`config.mk`:
```
export PLATFORM = sky130hd
export DESIGN_NAME = upwin_cfg
export DESIGN_NICKNAME = d
export VERILOG_FILES = /design/src/upwin_pkg.sv /design/src/preempt_timer.sv /design/src/upwin_window_cmp.sv /design/src/upwin_cfg.sv
export SDC_FILE = /design/constraint.sdc
export NUM_CORES = 1
export LEC_CHECK = 0
export BUFFER_PORTS_ARGS = -buffer_cell sky130_fd_sc_hd__buf_2
export CORE_MARGIN = 10
export CORE_UTILIZATION = 57
export CTS_CLUSTER_SIZE = 8
export DETAILED_ROUTE_END_ITERATION = 16
export PLACE_DENSITY = 0.81
export SKIP_LAST_GASP = 1
export SYNTH_ARGS = -nofsm -noshare
export SYNTH_HDL_FRONTEND = slang
export SYNTH_SLANG_ARGS = --single-unit
```
`constraint.sdc`:
```
create_clock -name SYS_CLK -period 2.7 [get_ports SYS_CLK]
set_input_delay 0 -clock SYS_CLK [delete_from_list [all_inputs] [get_ports SYS_CLK]]
set_output_delay 0 -clock SYS_CLK [all_outputs]
set_load 0.01 [all_outputs]
```
`src/upwin_pkg.sv`:
```
package upwin_pkg;

  // ****************************************
  // Register map (configuration dword byte addresses)
  // ****************************************
  localparam logic [7:0] OFF_UPWIN_CTRL = 8'h48;
  localparam logic [7:0] OFF_PREEMPT = 8'h4c;
  localparam logic [7:0] OFF_BASE_LIMIT = 8'h50;
  localparam logic [7:0] OFF_BASE_UPPER = 8'h54;
  localparam logic [7:0] OFF_LIMIT_UPPER = 8'h58;
  localparam logic [7:0] OFF_SERR_MASK = 8'h64;

  // ****************************************
  // Field positions and reset values
  // ****************************************
  localparam int UPWIN_EN_BIT = 16;
  localparam int PREEMPT_LSB = 28;
  localparam int BASE_LSB = 4;
  localparam int LIMIT_LSB = 20;
  localparam int CAP_BASE_LSB = 0;
  localparam int CAP_LIMIT_LSB = 16;
  localparam logic [3:0] ADDR_CAP_64 = 4'h1;
  localparam logic [3:0] PREEMPT_RESET = 4'h0;
  localparam logic [11:0] BASE_RESET = 12'h000;
  localparam logic [11:0] LIMIT_RESET = 12'h000;
  localparam logic [31:0] UPPER_RESET = 32'h0000_0000;
  localparam logic [7:0] SERR_MASK_RESET = 8'h00;
  // Writable mask bits 6:1; bits 0 and 7 are fixed zero
  localparam logic [7:0] SERR_MASK_RW = 8'h7e;
  localparam logic [19:0] LOW_ZERO = 20'h00000;
  localparam logic [19:0] LOW_ONES = 20'hfffff;

  // ****************************************
  // Preemption codes and delays
  // ****************************************
  localparam logic [3:0] PRE_C0 = 4'h0;
  localparam logic [3:0] PRE_C1 = 4'h1;
  localparam logic [3:0] PRE_C2 = 4'h2;
  localparam logic [3:0] PRE_C3 = 4'h3;
  localparam logic [3:0] PRE_C4 = 4'h4;
  localparam logic [3:0] PRE_C5 = 4'h5;
  localparam logic [3:0] PRE_C6 = 4'h6;
  localparam logic [3:0] PRE_C7 = 4'h7;
  localparam logic [6:0] DLY_0 = 7'd0;
  localparam logic [6:0] DLY_1 = 7'd1;
  localparam logic [6:0] DLY_2 = 7'd2;
  localparam logic [6:0] DLY_4 = 7'd4;
  localparam logic [6:0] DLY_8 = 7'd8;
  localparam logic [6:0] DLY_16 = 7'd16;
  localparam logic [6:0] DLY_32 = 7'd32;
  localparam logic [6:0] DLY_64 = 7'd64;
  localparam logic [6:0] CNT_ONE = 7'd1;

  // Serr event bit positions in the 8-bit event vector
  localparam int EV_PW_PARITY = 1;
  localparam int EV_PW_NODELIV = 2;
  localparam int EV_PW_TABORT = 3;
  localparam int EV_PW_MABORT = 4;
  localparam int EV_DW_NODELIV = 5;
  localparam int EV_DR_NODATA = 6;

  // ****************************************
  // Carriers
  // ****************************************
  // Configuration access from the primary side
  typedef struct packed {
    logic wr;
    logic rd;
    logic [7:0] addr;
    logic [31:0] wdata;
    logic [3:0] be;
  } cfg_req_t;

  // Secondary bus observation for preemption
  typedef struct packed {
    logic frame;
    logic other_req;
  } sec_bus_t;

  // Preemption timer states
  typedef enum logic [2:0] {
    PT_IDLE = 3'b001,
    PT_COUNT = 3'b010,
    PT_ARMED = 3'b100
  } pt_state_t;

  // Map a preemption code to its delay in cycles
  function automatic logic [6:0] preempt_delay(input logic [3:0] code);
    case (code)
      PRE_C0: preempt_delay = DLY_0;
      PRE_C1: preempt_delay = DLY_1;
      PRE_C2: preempt_delay = DLY_2;
      PRE_C3: preempt_delay = DLY_4;
      PRE_C4: preempt_delay = DLY_8;
      PRE_C5: preempt_delay = DLY_16;
      PRE_C6: preempt_delay = DLY_32;
      PRE_C7: preempt_delay = DLY_64;
      default: preempt_delay = DLY_0;
    endcase
  endfunction

  // Byte-enable merge of a write into an old word
  function automatic logic [31:0] be_merge(input logic [31:0] old, input logic [31:0] nw,
                                           input logic [3:0] be);
    for (int i = 0; i < 4; i++) begin
      be_merge[i*8 +: 8] = be[i] ? nw[i*8 +: 8] : old[i*8 +: 8];
    end
  endfunction

endpackage

```
`src/preempt_timer.sv`:
```
module preempt_timer
  import upwin_pkg::*;
(
  input wire logic clk,
  input wire logic rst_n,
  input wire logic [3:0] code,
  input wire sec_bus_t bus,
  output logic preempt
);

  // ****************************************
  // State
  // ****************************************
  typedef struct packed {
    pt_state_t st;
    logic [6:0] cnt;
    logic pre;
  } pt_regs_t;

  pt_regs_t s_reg; // Registered state
  pt_regs_t s_next; // Next state
  logic [6:0] dly; // Decoded delay

  // ****************************************
  // Next state
  // ****************************************
  always_comb begin
    s_next = s_reg;
    // code 0011 gives four
    dly = preempt_delay(code);
    s_next.pre = 1'b0;
    case (s_reg.st)
      PT_IDLE: begin
        // top bit disables; zero immediate
        if (bus.frame && !code[3]) begin
          if (dly == DLY_0) begin
            s_next.st = PT_ARMED;
          end else if (dly == CNT_ONE) begin
            s_next.st = PT_ARMED;
          end else begin
            s_next.st = PT_COUNT;
            s_next.cnt = dly - CNT_ONE;
          end
        end
      end
      PT_COUNT: begin
        // count delay cycles
        if (!bus.frame || code[3]) begin
          s_next.st = PT_IDLE;
        end else if (s_reg.cnt == CNT_ONE) begin
          s_next.st = PT_ARMED;
        end else begin
          s_next.cnt = s_reg.cnt - CNT_ONE;
        end
      end
      PT_ARMED: begin
        if (!bus.frame || code[3]) begin
          s_next.st = PT_IDLE;
        end
      end
      default: s_next.st = PT_IDLE;
    endcase
    // drop grant when others request
    s_next.pre = (s_next.st == PT_ARMED) && bus.frame && bus.other_req && !code[3];
  end

  // ****************************************
  // Register
  // ****************************************
  always_ff @(posedge clk) begin
    if (!rst_n) begin
      s_reg <= '{st: PT_IDLE, cnt: DLY_0, pre: 1'b0};
    end else begin
      s_reg <= s_next;
    end
  end

  assign preempt = s_reg.pre;

endmodule

```
`src/upwin_window_cmp.sv`:
```
module upwin_window_cmp
  import upwin_pkg::*;
(
  input wire logic [63:0] addr,
  input wire logic [63:0] base,
  input wire logic [63:0] limit,
  output logic hit
);

  // inclusive 1 MB range
  assign hit = (addr >= base) && (addr <= limit);

endmodule

```
`src/upwin_cfg.sv`:
```
// Behaviour
// disabled window: all outside downstream go upstream
// enabled window: forward only within base/limit
// reserved bits read zero, ignore writes
// bits 31:28 set preemption delay
// 1xxx off; 0000 immediate, reset value
// codes 0001, 0010 give one, two cycles
// codes 0100, 0101 give eight, sixteen cycles
// codes 0110, 0111 give 32, 64 cycles
// capability nibbles read one (64-bit)
// base field bits 15:4 read/write, reset zero
// limit field bits 31:20 read/write
// base upper word read/write, reset zero
// limit upper word read/write, reset zero
// mask zero reports, one suppresses error
// mask bit 1 gates posted-write parity
// mask bit 2 gates posted-write non-delivery
// mask bit 3 gates posted-write target abort
// mask bit 4 gates posted-write master abort
// mask bit 5 gates delayed-write non-delivery
// mask bit 6 gates delayed-read no data
// code 0011 gives four cycles
// inclusive hit, base zeros, limit ones
// preempt grant when another master requests
module upwin_cfg
  import upwin_pkg::*;
(
  input wire logic SYS_CLK,
  input wire logic RST_N,
  input wire cfg_req_t CFG_REQ,
  output logic [31:0] CFG_RDATA,
  output logic CFG_RVALID,
  input wire logic [63:0] SEC_ADDR,
  input wire logic SEC_MEM_VALID,
  input wire logic DOWN_WIN_HIT,
  output logic UPSTREAM_CLAIM,
  input wire sec_bus_t SEC_BUS,
  output logic PREEMPT_GRANT,
  input wire logic [7:0] SERR_EVENTS,
  input wire logic system_error_report_enable,
  output logic primary_system_error_out
);

  // ****************************************
  // State
  // ****************************************
  typedef struct packed {
    logic win_en;
    logic [3:0] preempt_code;
    logic [11:0] base_lo;
    logic [11:0] limit_lo;
    logic [31:0] base_hi;
    logic [31:0] limit_hi;
    logic [7:0] serr_mask;
    logic [31:0] rdata;
    logic rvalid;
    logic claim;
    logic serr;
  } cfg_regs_t;

  cfg_regs_t s_reg; // Registered state
  cfg_regs_t s_next; // Next state
  logic [63:0] base_full; // Base with low bits zero
  logic [63:0] limit_full; // Limit with low bits ones
  logic win_hit; // Address inside upstream window
  logic preempt; // Timer output
  logic [31:0] wr_word; // Merged write word
  logic [31:0] rd_word; // Current read word

  // ****************************************
  // Window compare
  // ****************************************
  // build inclusive bounds
  assign base_full = {s_reg.base_hi, s_reg.base_lo, LOW_ZERO};
  assign limit_full = {s_reg.limit_hi, s_reg.limit_lo, LOW_ONES};

  upwin_window_cmp u_cmp (
    .addr(SEC_ADDR),
    .base(base_full),
    .limit(limit_full),
    .hit(win_hit)
  );

  // ****************************************
  // Preemption timer
  // ****************************************
  // code field drives the timer
  preempt_timer u_pt (
    .clk(SYS_CLK),
    .rst_n(RST_N),
    .code(s_reg.preempt_code),
    .bus(SEC_BUS),
    .preempt(preempt)
  );

  // ****************************************
  // Read mux
  // ****************************************
  always_comb begin
    rd_word = 32'h0000_0000;
    // unlisted bits stay zero
    case (CFG_REQ.addr)
      OFF_UPWIN_CTRL: rd_word[UPWIN_EN_BIT] = s_reg.win_en;
      OFF_PREEMPT: rd_word[PREEMPT_LSB +: 4] = s_reg.preempt_code;
      OFF_BASE_LIMIT: begin
        // capability nibbles fixed
        rd_word[CAP_BASE_LSB +: 4] = ADDR_CAP_64;
        rd_word[CAP_LIMIT_LSB +: 4] = ADDR_CAP_64;
        rd_word[BASE_LSB +: 12] = s_reg.base_lo;
        rd_word[LIMIT_LSB +: 12] = s_reg.limit_lo;
      end
      OFF_BASE_UPPER: rd_word = s_reg.base_hi;
      OFF_LIMIT_UPPER: rd_word = s_reg.limit_hi;
      OFF_SERR_MASK: rd_word[7:0] = s_reg.serr_mask;
      default: rd_word = 32'h0000_0000;
    endcase
  end

  // ****************************************
  // Next state
  // ****************************************
  always_comb begin
    s_next = s_reg;
    wr_word = be_merge(rd_word, CFG_REQ.wdata, CFG_REQ.be);
    s_next.rvalid = CFG_REQ.rd;
    s_next.rdata = CFG_REQ.rd ? rd_word : 32'h0000_0000;
    if (CFG_REQ.wr) begin
      case (CFG_REQ.addr)
        OFF_UPWIN_CTRL: s_next.win_en = wr_word[UPWIN_EN_BIT];
        OFF_PREEMPT: s_next.preempt_code = wr_word[PREEMPT_LSB +: 4];
        OFF_BASE_LIMIT: begin
          // base field writable
          s_next.base_lo = wr_word[BASE_LSB +: 12];
          // limit field writable
          s_next.limit_lo = wr_word[LIMIT_LSB +: 12];
        end
        // base upper word
        OFF_BASE_UPPER: s_next.base_hi = wr_word;
        // limit upper word
        OFF_LIMIT_UPPER: s_next.limit_hi = wr_word;
        // reserved mask bits ignored
        OFF_SERR_MASK: s_next.serr_mask = wr_word[7:0] & SERR_MASK_RW;
        default: s_next = s_next;
      endcase
    end
    // disabled window claims outside downstream
    // enabled window claims inside range only
    s_next.claim = SEC_MEM_VALID && !DOWN_WIN_HIT && (!s_reg.win_en || win_hit);
    // report unmasked events when enabled
    // one mask bit each
    s_next.serr = system_error_report_enable && |(SERR_EVENTS & ~s_reg.serr_mask & SERR_MASK_RW);
  end

  // ****************************************
  // Register
  // ****************************************
  always_ff @(posedge SYS_CLK) begin
    if (!RST_N) begin
      s_reg <= '{win_en: 1'b0, preempt_code: PREEMPT_RESET, base_lo: BASE_RESET,
                 limit_lo: LIMIT_RESET, base_hi: UPPER_RESET, limit_hi: UPPER_RESET,
                 serr_mask: SERR_MASK_RESET, rdata: UPPER_RESET, rvalid: 1'b0,
                 claim: 1'b0, serr: 1'b0};
    end else begin
      s_reg <= s_next;
    end
  end

  // Outputs straight from flip-flops; the timer output is its own register
  assign CFG_RDATA = s_reg.rdata;
  assign CFG_RVALID = s_reg.rvalid;
  assign UPSTREAM_CLAIM = s_reg.claim;
  assign PREEMPT_GRANT = preempt;
  assign primary_system_error_out = s_reg.serr;

endmodule

```
==> parameters.txt <==
Parameter                              Value

Run status
  Status    completed

Route
  Count of vias placed by the detailed router    around 8.5k
  Violation count after the first detailed-route iteration    615
  Number of optimization iterations in the first detailed-route pass    5
  Number of design rule violations left after detail routing    0
  DR vias/cell    5.70
  Final routed wire length divided by cell count    17.3 um
  Drt total wl    25900 um
  Post-DRT Antenna Nets    0

Timing
  Hold Slack    0.0133 ns
  Total negative setup slack    0 ns
  Tightest Pin Transition    0.670 ns
  Setup repair after global routing missed its margin    no
  Minimum setup slack in the final design    0.348 ns
  Clk_skew    0.0116 ns
  Hold violation count in the final report    0
  Final period demand of the worst path    2.35 ns
  Max Fclk    425 MHz
  Max-slew headroom at the worst pin    0.552
  Finish-stage setup viols    0
  Total count of max-transition violations in the final report    0
  Post-route fraction of the period consumed by the critical path    0.871

Logic synthesis
  Most common cell in the synthesized netlist    nand2_1
  Post-Synth Simple-Gate Area    0.209
  Warning count from the yosys run    0
  Xor/xnor cell area share of the yosys netlist    0.00474
  Largest family of logic cells by synthesized area    simple AND/OR/NAND/NOR gates
  Top cells by area, synth    dfxtp_1, ha_1, nand2_1
  EDFF count, synth    0
  Most used DFF post-synth    dfxtp_1
  Number of distinct standard cells referenced by the synthesized netlist    68
  Share of synthesized flip-flops with an asynchronous set or reset    0
  Yosys top cell area share    0.329
  Number of nets in the synthesized netlist    1365
  Total standard cell area after synthesis    0.00924 mm2
  Cells after Synth    approximately 1.1k
  Post-synthesis sequential element count    152
  Compound-gate portion of the synthesized area    0.201
  Portion of the post-synthesis area used by sequential elements    0.329
  Arithmetic-cell share of the synthesized area counting full adders, half adders and majority gates    0.126
  Library cell with the largest summed area after synthesis    dfxtp_1
  Proportion of synthesized area in mux cells    0.0332
  Synth Area per Inst    around 8.1 um2
  Leading cell types by count after synthesis    nand2_1, dfxtp_1, inv_1

Clock network
  # Post-CTS Setup Buffers    0
  Register clock-pin slew on the reported worst setup and hold paths    0.07 ns
  Count of cells resized by post-cts repair    0
  Maximum clock path buffer count    2
  Cell at the root of the clock tree    clkbuf_16
  Clock H-tree levels    4
  Total CTS buffers    17
  Clock tree from TritonCTS    yes
  Clock insertion delay at the later pin of the skew report    0.43 ns
  Number of buffers inserted by hold repair at cts    12
  Sink Count    152

Cells and area
  Antenna fix cells    0
  Area added between synthesis and finish    15.9%
  Summed area of non-filler cells in the final layout    0.0107 mm2
  Fraction of final layout cells with drive strength greater than 1    0.179
  Non-filler instance count after layout    1498
  Net count, final    1487

Place
  Setup WS pre-CTS    0.344 ns
  Port Buf Inserts    158
  DP Cell Count    1454
  Last weighted congestion value of the routability-driven placer    ~0.93
  Area after DPL    0.00998 mm2
  Detail Placement HPWL    19500 um

Setup path
  Worst reg2reg startpoint    base_full[23]
  Highest net fanout along the worst path    3
  Crit path kind    register to register
  CP peak stage delay    ~0.48 ns
  Flop2flop setup slack    0.35 ns
  Crit path to    UPSTREAM_CLAIM
  CP required    3.03 ns
  Critical R2R Capture    UPSTREAM_CLAIM
  Startpoint Class    register
  CP Data Arrival Time    2.68 ns
  R2R depth    9
  Cell-by-cell listing of the critical path    inv_1, ha_1, or4bb_1, nor3_1, a221o_1, o31ai_1, nor3b_1, o31ai_1, nor4b_1
  Most numerous cell on the critical path    o31ai_1
  CP startpoint    base_full[23]
  Element type at the critical path end    register
  Cell at the slowest stage of the critical path    or4bb_1

GRT
  Number of global-route vias before repair    8459
  Total routing resource utilization after global routing    0.234
  Maximum number of pins on one net before global-route repair    59
  Aggregate global routing overflow    0
  Wire length of the first global-routing pass    41700 um
  Initial antenna violation count    0

Power and ir drop
  Peak VDD IR    0.000454 V
  Total power divided by cell area    488 mW/mm2
  Static Leak    4.78 nW

Floorplan
  Core Box Area    between 0.015 and 0.02 mm2
  Horiz. Die Dim    about 150 um
  Area of the die    0.0217 mm2
  Site Rows    46
  I/O Pins    161
  Starting density of the core    0.582
  Die Y-Extent    147 um

Worst hold path
  Hold Crit Class    primary input to register

Run
  Maxcap violations    0
-- stage by stage --
stage                      util  total power, mW
after floorplan               -             2.57
after global placement    0.628             2.77
after detailed placement  0.628             2.79
after CTS                 0.674             5.24
after global routing      0.674             5.40
final                     0.674             5.22
-- kinds of logic after synthesis --
kind of cell	after synthesis
AOI/OAI and AO/OA	269
xor gates and xnor gates	5
adders and majority gates	93
buffers and inverters	198
DFF	152
muxes	30
and+or+nand+nor	400
-- layer usage --
metal	part of all wire	global-route usage	vias up
met2	0.49	0.401	333
met3	0.068	0.0574	65
met1	0.41	0.273	3970
met5	0	0	-
met4	0.032	0.0981	0
li1	-	-	4165
-- layout make-up --
type	count	area, um2
Clock inverter	13	155
Inverter	112	420
Clock buffer	19	453
Tap cell	216	270
Multi-Input combinational cell	797	5300
Timing Repair Buffer	189	1070
Sequential cell	152	3040
Fill cell	1347	5180
-- critical path, delay by kind of cell, from the launching register on --
family,cells,cell delay [ns]
flops,1,0.35
buf+inv,1,0.09
compound gates,3,0.45
simple gates,4,1.03
fa+ha+maj,1,0.33
-- worst min path at each step --
stage | startpoint | end | slack, ns | depth (start not counted)
3_5_place_dp | DOWN_WIN_HIT | UPSTREAM_CLAIM | 0.17 | 2
2_1_floorplan | DOWN_WIN_HIT | UPSTREAM_CLAIM | 0.08 | 1
5_1_grt | CFG_REQ[45] | s_reg[38] | 0.03 | 3
6_report | CFG_REQ[0] | base_full[32] | 0.01 | 4
4_1_cts | CFG_REQ[45] | s_reg[40] | 0.001 | 3
3_3_place_gp | DOWN_WIN_HIT | UPSTREAM_CLAIM | 0.17 | 2
-- cells in the final DEF (no fill, tap or decap), drive strengths merged, types with 9 or more instances in the layout --
cell type    synthesis  final
inv                111    118
o21ai               81     81
a22oi                9      9
a21oi               47     47
nand2              205    205
nand4               21     21
clkbuf              34     19
and2                39     39
nor2                49     49
o211a               36     36
nand3               24     24
ha                  93     93
dfxtp              152    152
nor4                10     10
mux2i               28     28
buf                 52    177
dlygate4sd3          0     12
o21a                19     19
nor3                16     16
a21boi              30     30
-- report_power, final --
group          internal [mW]  switching, mW
combinational          0.216          0.292
clock                   1.44           1.03
sequential              2.25        0.00524
No activity file was read; power rests on OpenSTA's default activity.
